$ cat src/ccu_pkg.sv
// ccu_pkg: constants and types of the checksum computing unit
// assumes: included before ccu_top; a 125 MHz system clock
`default_nettype none
package ccu_pkg;
	localparam int          CCU_CLK_MHZ      = 125;
	localparam int          CCU_ADDR_W       = 8;
	localparam logic [31:0] CCU_POLY         = 32'h04C11DB7;
	localparam int          CCU_UPDATE_CYC   = 4;
	// register byte offsets
	localparam logic [7:0]  CCU_OFS_DATA     = 8'h00;
	localparam logic [7:0]  CCU_OFS_SCRATCH  = 8'h04;
	localparam logic [7:0]  CCU_OFS_CTRL     = 8'h08;
	localparam logic [7:0]  CCU_OFS_SEED     = 8'h10;
	// reset values
	localparam logic [31:0] CCU_DATA_RST     = 32'hFFFFFFFF;
	localparam logic [31:0] CCU_SEED_RST     = 32'hFFFFFFFF;
	localparam logic [7:0]  CCU_SCRATCH_RST  = 8'h00;
	// control field positions
	localparam int          CCU_CTRL_RELOAD  = 0;
	localparam int          CCU_CTRL_INPUT_BIT_ORDER_SELECT_LO = 5;
	localparam int          CCU_CTRL_OUTPUT_BIT_ORDER_FLIP    = 7;
	// byte counts of one update
	localparam logic [2:0]  CCU_N_BYTE       = 3'h1;
	localparam logic [2:0]  CCU_N_HALF       = 3'h2;
	localparam logic [2:0]  CCU_N_WORD       = 3'h4;

	typedef enum logic [1:0] {
		CCU_REV_NONE,
		CCU_REV_BYTE,
		CCU_REV_HALF,
		CCU_REV_WORD
	} ccu_rev_e;

	// one pending update: left-aligned data and its byte count
	typedef struct packed {
		logic [2:0]  nbytes;
		logic [31:0] data;
	} ccu_job_s;

	// control register state
	typedef struct packed {
		logic        output_bit_order_flip;
		ccu_rev_e    input_bit_order_select;
	} ccu_ctrl_s;
endpackage
`default_nettype wire

$ cat src/ccu_top.sv
// ccu_top: memory-mapped 32-bit checksum unit, APB slave
// assumes: APB master on sys_clk, pstrb gives the write width, all inputs synchronous
// Overview of operation
// - The remainder is updated with the fixed generator 0x04C11DB7 and kept between writes.
// - An update on an idle engine finishes within four clock cycles of the data write; a buffered one first waits for the running one.
// - Writes of 8, 16 or 32 bits are processed as a byte, half-word or word.
// - Each write's own width decides how many bytes that update processes.
// - Each new write folds into the previous result, giving one running checksum.
// - Accesses that would race an update are held off by keeping pready low.
// - A one-entry input buffer lets a second write land while an update runs.
// - Writing the data register feeds the engine, reading it returns the checksum, reset all ones.
// - Input buffer and result register are separate, so input never overwrites the result.
// - The scratch byte stores any byte and is untouched by the calculation and reload.
// - Writing one to control bit 0 reloads the result, and hardware clears the bit.
// - Control bits 6:5 choose input bit reversal: none, per byte, per half-word, per word, each capped at the write width.
// - Control bit 7 returns the checksum bit-reversed on data reads.
// - Registers decode at data 0x00, scratch 0x04, control 0x08, seed 0x10.
// - The seed register is software writable and resets to all ones.
//
// The implementer's own choice: the APB interface to the registers.
`default_nettype none
module ccu_top (
	input  wire logic                           sys_clk,
	input  wire logic                           rst,
	input  wire logic                           psel,
	input  wire logic                           penable,
	input  wire logic                           pwrite,
	input  wire logic [ccu_pkg::CCU_ADDR_W-1:0] paddr,
	input  wire logic [31:0]                    pwdata,
	input  wire logic [3:0]                     pstrb,
	output logic                                pready,
	output logic      [31:0]                    prdata,
	output logic                                pslverr
);
	import ccu_pkg::*;

	function automatic logic [31:0] crc_byte(input logic [31:0] c, input logic [7:0] b);
		logic [31:0] r;
		r = c;
		for (int i = 7; i >= 0; i--) begin
			if (r[31] ^ b[i]) begin
				r = {r[30:0], 1'b0} ^ CCU_POLY;
			end else begin
				r = {r[30:0], 1'b0};
			end
		end
		return r;
	endfunction

	// reverse bits inside each group of w bits
	function automatic logic [31:0] rev_in(input logic [31:0] d, input int w);
		logic [31:0] r;
		r = '0;
		for (int i = 0; i < 32; i++) begin
			r[i] = d[(i / w) * w + (w - 1 - (i % w))];
		end
		return r;
	endfunction

	logic [31:0] crc;
	logic [31:0] seed;
	logic [7:0]  scratch;
	ccu_ctrl_s   ctrl;
	logic        reload_pend;
	ccu_job_s    buf_job;
	logic        buf_valid;
	logic [2:0]  eng_cnt;
	logic [31:0] eng_sh;
	logic        stall_d;

	logic        access;
	logic        hit_data;
	logic        hit_scratch;
	logic        hit_ctrl;
	logic        hit_seed;
	logic        strb_bad;
	logic        stall;
	logic        busy;
	logic        wr_fire;
	logic        data_wr;
	logic        eng_last;
	ccu_job_s    new_job;
	logic [31:0] next_prdata;

	assign access = psel && penable;
	// address decoding
	always_comb begin
		hit_data    = 1'b0;
		hit_scratch = 1'b0;
		hit_ctrl    = 1'b0;
		hit_seed    = 1'b0;
		if (paddr == CCU_OFS_DATA) begin
			hit_data = 1'b1;
		end else if (paddr == CCU_OFS_SCRATCH) begin
			hit_scratch = 1'b1;
		end else if (paddr == CCU_OFS_CTRL) begin
			hit_ctrl = 1'b1;
		end else if (paddr == CCU_OFS_SEED) begin
			hit_seed = 1'b1;
		end
	end

	// write width from the byte strobes, left-aligned for msb-first feeding
	always_comb begin
		logic [31:0] v;
		logic [31:0] r;
		v        = '0;
		r        = '0;
		strb_bad = 1'b0;
		new_job  = '{nbytes: CCU_N_WORD, data: '0};
		case (pstrb)
			4'h1, 4'h2, 4'h4, 4'h8: begin
				new_job.nbytes = CCU_N_BYTE;
				v = pwdata >> (8 * (pstrb == 4'h2 ? 1 : pstrb == 4'h4 ? 2 : pstrb == 4'h8 ? 3 : 0));
			end
			4'h3, 4'hC: begin
				new_job.nbytes = CCU_N_HALF;
				v = pstrb == 4'hC ? {16'h0000, pwdata[31:16]} : {16'h0000, pwdata[15:0]};
			end
			4'hF, 4'h0: begin
				new_job.nbytes = CCU_N_WORD;
				v = pwdata;
			end
			default: begin
				strb_bad = 1'b1;
			end
		endcase
		// reversal unit never exceeds the write width
		r = v;
		case (ctrl.input_bit_order_select)
			CCU_REV_BYTE: r = rev_in(v, 8);
			CCU_REV_HALF: r = new_job.nbytes == CCU_N_BYTE ? rev_in(v, 8) : rev_in(v, 16);
			CCU_REV_WORD: begin
				if (new_job.nbytes == CCU_N_BYTE) begin
					r = rev_in(v, 8);
				end else if (new_job.nbytes == CCU_N_HALF) begin
					r = rev_in(v, 16);
				end else begin
					r = rev_in(v, 32);
				end
			end
			default: r = v;
		endcase
		new_job.data = r << (6'd32 - {new_job.nbytes, 3'b000});
	end

	assign busy     = (eng_cnt != 3'h0) || buf_valid || reload_pend;
	assign eng_last = eng_cnt == 3'h1;
	always_comb begin
		stall = 1'b0;
		if (hit_data && pwrite) begin
			stall = reload_pend || (buf_valid && eng_cnt != 3'h0);
		end else if (hit_data || hit_ctrl) begin
			stall = busy;
		end
	end
	assign pready  = access && !stall && !stall_d;
	assign pslverr = access && pready && (!(hit_data || hit_scratch || hit_ctrl || hit_seed)
		|| (pwrite && hit_data && strb_bad));
	assign wr_fire = access && pready && pwrite && !pslverr;
	assign data_wr = wr_fire && hit_data;

	always_ff @(posedge sys_clk or posedge rst) begin
		if (rst) begin
			stall_d <= 1'b0;
		end else begin
			stall_d <= psel && stall;
		end
	end

	// read mux, registered; stall_d guarantees the sampled state is settled
	always_comb begin
		next_prdata = '0;
		if (hit_data) begin
			next_prdata = ctrl.output_bit_order_flip ? rev_in(crc, 32) : crc;
		end else if (hit_scratch) begin
			next_prdata = {24'h000000, scratch};
		end else if (hit_ctrl) begin
			next_prdata[CCU_CTRL_RELOAD] = reload_pend;
			next_prdata[CCU_CTRL_INPUT_BIT_ORDER_SELECT_LO +: 2] = ctrl.input_bit_order_select;
			next_prdata[CCU_CTRL_OUTPUT_BIT_ORDER_FLIP] = ctrl.output_bit_order_flip;
		end else if (hit_seed) begin
			next_prdata = seed;
		end
	end
	always_ff @(posedge sys_clk or posedge rst) begin
		if (rst) begin
			prdata <= '0;
		end else begin
			prdata <= next_prdata;
		end
	end

	always_ff @(posedge sys_clk or posedge rst) begin
		if (rst) begin
			scratch <= CCU_SCRATCH_RST;
		end else if (wr_fire && hit_scratch) begin
			scratch <= pwdata[7:0];
		end
	end

	always_ff @(posedge sys_clk or posedge rst) begin
		if (rst) begin
			seed <= CCU_SEED_RST;
		end else if (wr_fire && hit_seed) begin
			seed <= pwdata;
		end
	end

	always_ff @(posedge sys_clk or posedge rst) begin
		if (rst) begin
			ctrl        <= '{output_bit_order_flip: 1'b0, input_bit_order_select: CCU_REV_NONE};
			reload_pend <= 1'b0;
		end else begin
			reload_pend <= 1'b0;
			if (wr_fire && hit_ctrl) begin
				ctrl.input_bit_order_select <= ccu_rev_e'(pwdata[CCU_CTRL_INPUT_BIT_ORDER_SELECT_LO +: 2]);
				ctrl.output_bit_order_flip  <= pwdata[CCU_CTRL_OUTPUT_BIT_ORDER_FLIP];
				reload_pend                 <= pwdata[CCU_CTRL_RELOAD];
			end
		end
	end

	// input buffer: takes a write only while the engine is still busy
	always_ff @(posedge sys_clk or posedge rst) begin
		if (rst) begin
			buf_valid <= 1'b0;
			buf_job   <= '0;
		end else begin
			if (data_wr && eng_cnt > 3'h1) begin
				buf_valid <= 1'b1;
				buf_job   <= new_job;
			end else if (eng_last) begin
				buf_valid <= 1'b0;
			end
		end
	end

	// engine: one byte per cycle, word in four cycles
	always_ff @(posedge sys_clk or posedge rst) begin
		if (rst) begin
			eng_cnt <= 3'h0;
			eng_sh  <= '0;
		end else begin
			if (eng_last && buf_valid) begin
				eng_cnt <= buf_job.nbytes;
				eng_sh  <= buf_job.data;
			end else if (data_wr && eng_cnt <= 3'h1) begin
				eng_cnt <= new_job.nbytes;
				eng_sh  <= new_job.data;
			end else if (eng_cnt != 3'h0) begin
				eng_cnt <= eng_cnt - 3'h1;
				eng_sh  <= {eng_sh[23:0], 8'h00};
			end
		end
	end

	always_ff @(posedge sys_clk or posedge rst) begin
		if (rst) begin
			crc <= CCU_DATA_RST;
		end else if (reload_pend) begin
			crc <= seed;
		end else if (eng_cnt != 3'h0) begin
			crc <= crc_byte(crc, eng_sh[31:24]);
		end
	end

	a_word_update_time: assert property (@(posedge sys_clk) disable iff (rst)
		(data_wr && eng_cnt == 3'h0 && new_job.nbytes == CCU_N_WORD) |-> ##4 eng_cnt == 3'h1)
		else $error("word update exceeded four cycles");
	a_byte_step_count: assert property (@(posedge sys_clk) disable iff (rst)
		(eng_cnt > 3'h1) |=> eng_cnt == $past(eng_cnt) - 3'h1)
		else $error("engine byte count did not step");
	a_crc_fold_step: assert property (@(posedge sys_clk) disable iff (rst)
		(eng_cnt != 3'h0 && !reload_pend) |=> crc == crc_byte($past(crc), $past(eng_sh[31:24])))
		else $error("result not folded with previous value");
	a_write_stall_full: assert property (@(posedge sys_clk) disable iff (rst)
		(access && pwrite && hit_data && buf_valid && eng_cnt != 3'h0) |-> !pready)
		else $error("write accepted with full buffer");
	a_reload_seed_load: assert property (@(posedge sys_clk) disable iff (rst)
		(wr_fire && hit_ctrl && pwdata[0]) |=> reload_pend ##1 (!reload_pend && crc == $past(seed)))
		else $error("reload did not load seed and self clear");
	a_read_out_order: assert property (@(posedge sys_clk) disable iff (rst)
		(pready && !pwrite && hit_data) |->
		prdata == (ctrl.output_bit_order_flip ? rev_in(crc, 32) : crc))
		else $error("data read returns wrong result order");
	a_scratch_kept_reload: assert property (@(posedge sys_clk) disable iff (rst)
		reload_pend |=> $stable(scratch))
		else $error("scratch byte changed on reload");
	a_unmapped_err_resp: assert property (@(posedge sys_clk) disable iff (rst)
		(access && !stall_d && !(hit_data || hit_scratch || hit_ctrl || hit_seed))
		|-> (pready && pslverr))
		else $error("unmapped access not answered with error");
	a_ctrl_reserved_zero: assert property (@(posedge sys_clk) disable iff (rst)
		(pready && !pwrite && hit_ctrl) |-> prdata[31:8] == 24'h000000)
		else $error("reserved control bits not zero");

	c_word_write: cover property (@(posedge sys_clk) disable iff (rst)
		data_wr && new_job.nbytes == CCU_N_WORD);
	c_buffered_write: cover property (@(posedge sys_clk) disable iff (rst)
		data_wr && eng_cnt > 3'h1);
	c_stalled_write: cover property (@(posedge sys_clk) disable iff (rst)
		access && pwrite && hit_data && !pready);
	c_reload_seen: cover property (@(posedge sys_clk) disable iff (rst) reload_pend);
endmodule
`default_nettype wire

$ cat config.mk
export PLATFORM = sky130hd
export DESIGN_NAME = ccu_top
export DESIGN_NICKNAME = d
export VERILOG_FILES = /design/src/ccu_pkg.sv /design/src/ccu_top.sv
export SDC_FILE = /design/constraint.sdc
export NUM_CORES = 1
export LEC_CHECK = 0
export ABC_AREA = 1
export BUFFER_PORTS_ARGS = -buffer_cell sky130_fd_sc_hd__clkbuf_2
export CORE_AREA = 2 2 157 159
export CTS_CLUSTER_DIAMETER = 100
export DETAILED_ROUTE_END_ITERATION = 12
export DIE_AREA = 0 0 159 161
export HOLD_SLACK_MARGIN = 0.03
export PLACE_DENSITY_LB_ADDON = 0.3
export SYNTH_ARGS = -nofsm -noshare
export SYNTH_HDL_FRONTEND = slang
export SYNTH_SLANG_ARGS = --single-unit
$ cat constraint.sdc
create_clock -name sys_clk -period 8.35 [get_ports sys_clk]
set_clock_uncertainty 0.05 [all_clocks]
set_input_delay 1.67 -clock sys_clk [delete_from_list [all_inputs] [get_ports sys_clk]]
set_output_delay 1.67 -clock sys_clk [all_outputs]
set_load 0.03 [all_outputs]
# --- Word-level counts from Yosys, hierarchy flattened ---
# Cells that the tools add are included.
word_totals:
  memories: 0
  output_inout_bits: 34
  ram_bits: 0
  romBits: 0
  latch_bits: 0
  ff_bits: 180
classes:
  n_bitwise: 16
  shift: 2
  eq_ne: 16
  n_mux: 64
  order_cmp: 2
  mul: 0
  div_mod_pow: 0
  n_reduce_logical: 40
  n_addsub: 2
ops:
  columns: ["cell", "count"]
  rows:
  - ["two-way mux 32 bit", 26]
  - ["two-way mux 27 bit", 8]
  - ["one-hot mux 32 bit (3 select lines)", 2]
  - ["NOT 14 bit", 8]
  - ["left shift 32 x 6 -> 32 bit", 1]
  - [">> shifter 32 x 5 -> 32 bit", 1]
  - ["two-way mux 24 bit", 1]
  - ["logical AND 1 bit", 18]
  - ["two-way mux 1 bit", 17]
  - ["two-way mux 16 bit", 1]
  - ["equality test 4 bit (second input constant)", 3]
  - ["two-way mux 3 bit", 4]
  - ["equality test 4 x 2 -> 1 bit (second input constant)", 2]
  - ["equality test 8 x 3 -> 1 bit (second input constant)", 1]
  - ["equality test 8 x 4 -> 1 bit (second input constant)", 1]
  - ["equality test 8 x 5 -> 1 bit (second input constant)", 1]
  - ["zero test 8 bit", 1]
  - ["logical OR 1 bit", 8]
  - ["OR reduction 8 bit", 1]
  - ["XOR 1 bit", 8]
  - ["equality test 3 x 1 -> 1 bit (second input constant)", 2]
  - ["two-way mux 2 bit", 3]
  - ["one-hot mux 3 bit (2 select lines)", 1]
  - ["nonzero test 3 bit", 2]
  - ["other kinds (15)", 21]

# --- Depth between registers and ports, before layout ---
logic_depth:
  ltp_word: 32
  mapped_depth: 20
  depth_no_buf: 20

# --- Worst setup path after synthesis ---
# OpenSTA, ideal clock, no wires.
synth_path:
  kind: "input -> output"
  startpoint: "input port paddr[5] (netlist bit)"
  endpoint: "output port pslverr"
  arrival_time_ns: 2.937
  stages: 9
  required_ns: 6.630
  path_slack_ns: 3.693
  cell_sequence: "nor2_1 nand2_1 nor2_2 nand2_2 nor2_4 nand2_2 o21ai_2 nand2_2 nor2_1"
synth_via:
  elab_chain_cells: 12
  elab_cells_between_ends: 29
  classes_between: "3 x eq/ne; 12 x mux; 14 x reduce/logical"
synth_rtl:
  columns: ["item", "line_no", "source"]
  rows:
  - ["from (decl)", "ccu_top.sv:28", "input wire logic [ccu_pkg::CCU_ADDR_W-1:0] paddr,"]
  - ["equality test 8 x 4 -> 1 bit", "ccu_top.sv:96", "end else if (paddr == CCU_OFS_CTRL) begin"]
  - ["two-way mux 1 bit", "ccu_top.sv:96", null]
  - ["two-way mux 1 bit", "ccu_top.sv:94", "end else if (paddr == CCU_OFS_SCRATCH) begin"]
  - ["two-way mux 1 bit", "ccu_top.sv:92", "if (paddr == CCU_OFS_DATA) begin"]
  - ["logical OR 1 bit", "ccu_top.sv:153", "end else if (hit_data || hit_ctrl) begin"]
  - ["two-way mux 1 bit", "ccu_top.sv:153", null]
  - ["two-way mux 1 bit", "ccu_top.sv:151", "if (hit_data && pwrite) begin"]
  - ["zero test 1 bit", "ccu_top.sv:157", "assign pready = access && !stall && !stall_d;"]
  - ["logical AND 1 bit (2 in series)", "ccu_top.sv:157", null]
  - ["logical AND 1 bit", "ccu_top.sv:158", "assign pslverr = access && pready && (!(hit_data || hit_scratch || hit_ctrl || hit_seed)"]
  - ["logical AND 1 bit (*)", "ccu_top.sv:158", null]
  - ["to (decl)", "ccu_top.sv:33", "output logic pslverr"]
# Mark *: on every way between the ends. The rest lies on a longest branch, timed or not.

# --- Worst setup path after layout ---
# Ends and elaborated chain as after synthesis.

==> flow_summary_export.csv <==
group,metric,value,unit
critical_path,reg2reg_slack,4.34,ns
status,outcome,"complete, no violations",
critical_path,cp_data_arrival_time,3.68,ns
sta,setup_tns,0,ns
logic_synthesis,yosysSeqAreaShare,0.391,
floorplan,num_rows,57,
layout,multiInputGateArea,0.00614,mm²
clock_network,hold_buffers,0,
logic_synthesis,syn-instance-count,1644,
layout,regArea,0.00458,mm²
clock_network,numCtsBuffers,17,
global_route,grt_pass1_wl,60.8,mm
floorplan,fp.dieH,161,µm
logic_synthesis,synth_xor_area_frac,0.0568,
critical_path,criticalPathCategory,"in2out",
drt,wl_per_cell,18.9,µm
sta,post-route-period-util,0.647,
logic_synthesis,synth_ff_type,"dfrtp_1",
clock_network,htree_levels,4,
pwr,p_leak,6.35,nW
placement,place.gp.congestion,0.968,
sta,finalHoldViolations,0,
logic_synthesis,ys.warnings.count,0,
drt,dr.pass1.iters,8,
global_route,grt_max_degree,73,
placement,dp_hpwl,27.0,mm
logic_synthesis,synth_seq_cells,180,
logic_synthesis,yosys.area_share.adder,0.00640,
layout,drive_gt1_frac,0.133,
placement,io_buffers,82,
logic_synthesis,synth_area,0.0117,mm²
clock_network,cts_root_buf,"clkbuf_16",
sta,whs,0.435,ns
logic_synthesis,async_reset_ff_frac,1.00,
drt,drc,0,
layout,nNetsFinal,1721,
global_route,grt_pass1_vias,11013,
sta,post-route-min-period,5.40,ns
layout,final_area,0.0129,mm²
global_route,antenna_found_initial,0,
critical_path,required,6.63,ns
drt,vias,11671,
pwr,power_density,270,mW/mm²
clock_network,cts_tree,"yes",
placement,place_ws,2.80,ns
critical_path,cp_max_fo,36,
floorplan,start_util,0.490,
global_route,grt_overflow,0,
layout,fill_cells,2382,
logic_synthesis,synth_compound_area_frac,0.167,
clock_network,clk_latency,0.44,ns
pwr,ir_drop,0.000196,V
drt,drt_iter0_markers,1121,
logic_synthesis,syn_nets,1699,
logic_synthesis,synth.avg_cell_area,7.14,µm²
floorplan,die_area,0.0256,mm²
sta,rsz0062_at_grt,"false",
sta,fmax,0.185,GHz
drt,ant_nets,0,
logic_synthesis,synth_edf_count,0,
placement,place_area,0.0123,mm²
floorplan,core,0.0240,mm²
clock_network,clk_pin_slew,0.07,ns
critical_path,worstSetupStartpointType,"input pin",
flow_run,maxCapViolCount,0,
clock_network,cts_setup_buffers,0,
logic_synthesis,synth_mux_area_frac,0.00192,
layout,diodes,0,
global_route,gr-usage-all-layers,0.300,
sta,slew_headroom,0.138,
logic_synthesis,synth_top_family_by_area,"simple AND/OR/NAND/NOR gates",
clock_network,post_cts_resized,0,
floorplan,die_x,159,µm
logic_synthesis,yosys.area_share.simple,0.290,
logic_synthesis,ys_types,46,
sta,final-setup-viol-count,0,
floorplan,io_pins,83,
clock_network,clk_path_buf_depth,2,
hold_path,worstHoldPathType,"reg2reg",
sta,maxSlewViolCount,0,
drt,routed_wl,37.9,mm
sta,worst_pin_slew,1.29,ns
critical_path,cp-end-kind,"output port",
drt,avgViaCountPerCell,5.83,
clock_network,cts_sinks,180,
sta,layout_setup_ws,2.95,ns
layout,area_growth,9.57,%
## final timing paths
| check | from | endpoint | depth (start not counted) |
|---|---|---|---|
| max in group asynchronous | rst | buf_job[14] | 3 |
| worst max-delay path | paddr[5] | pslverr | 11 |
| worst max register to register | eng_cnt[1] | eng_sh[7] | 15 |
| worst min register to register | eng_sh[18] | eng_sh[18] | 2 |
| min in group asynchronous | rst | stall_d | 2 |
| worst min-delay path | eng_sh[18] | eng_sh[18] | 2 |
## Yosys cell counts, types with 11 or more instances
cell      count  area share
clkbuf_1     65       0.021
a22oi_1      14      0.0090
nand2_1     531        0.17
inv_1       157       0.050
nand3_1     189       0.081
nand4_1      22       0.012
xor2_1       41       0.031
xnor2_1      22       0.016
dfstp_2      64        0.14
dfrtp_1     116        0.25
o221ai_1     27       0.020
o21ai_1      11      0.0047
o21ai_0     120       0.051
a21oi_1      80       0.034
buf_2        17      0.0073
nor2_1       53       0.017
a32o_1       22       0.019
o211ai_1     22       0.014
## critical path, cell delays in order
cell and delay [ns]:
clkbuf_2 0.08, nor2_1 0.09, nand2_1 0.08, nor2_2 0.12, nand2_2 0.09, nor2_4 0.74
nand2_2 0.15, o21ai_0 0.24, inv_1 0.09, nor2_1 0.11, clkbuf_2 0.21
## area by class of cell
cell class,instances,area share
well taps,324,0.0315
repair buffers,95,0.0395
inverters,166,0.0489
clock inverters,15,0.0126
multi-input cells,1206,0.478
flip-flops and latches,180,0.357
clock buffers,17,0.0331
## metrics by stage
stage / cells / total power [mW] / util
2_1_floorplan: 1644 / 2.30 / -
3_3_place_gp: 1971 / 2.62 / 0.512
3_5_place_dp: 1971 / 2.65 / 0.512
4_1_cts: 2003 / 3.46 / 0.536
5_1_grt: 2003 / 3.68 / 0.536
6_report: 2003 / 3.46 / 0.536
## sequential cells by signal, summed over array words and instances (netlist names)
name,cells
stall_d,1
buf_job,35
seed,32
prdata,32
eng_cnt,3
ctrl,3
eng_sh,32
buf_valid,1
reload_pend,1
scratch,8
crc,32
## metal layers
metal | share of wire | wire (µm) | up-vias | track usage
met5 | 0 | 0 | - | 0
met4 | 0.037 | 1420 | 0 | 0.126
met3 | 0.074 | 2800 | 80 | 0.0488
met2 | 0.47 | 17800 | 474 | 0.487
met1 | 0.42 | 16000 | 5621 | 0.400
li1 | - | - | 5496 | -
## logic make-up (layout without fill, tap and decap cells)
family	Yosys count	in the layout
buf+inv	258	293
mux	2	2
xor+xnor	68	68
fa+ha+maj	6	6
simple gates	811	811
compound gates	319	319
flops	180	180
## power breakdown
part | internal, mW | switching (mW) | total, mW
Sequential | 1.06 | 0.0769 | 1.14
Combinational | 0.572 | 0.952 | 1.52
Clock | 0.400 | 0.402 | 0.802
Total | 2.03 | 1.43 | 3.46
## layout by cell type (no fill, tap or decap), types with 27 or more instances in the layout
cell type / instances
o221ai_1: 27
nor2_1: 49
o21ai_0: 120
xor2_1: 41
nand2_1: 530
inv_1: 156
nand3_1: 189
clkbuf_2: 82
dfrtp_1: 116
a21oi_1: 80
dfstp_2: 64
No activity file was read; power rests on OpenSTA's default activity.
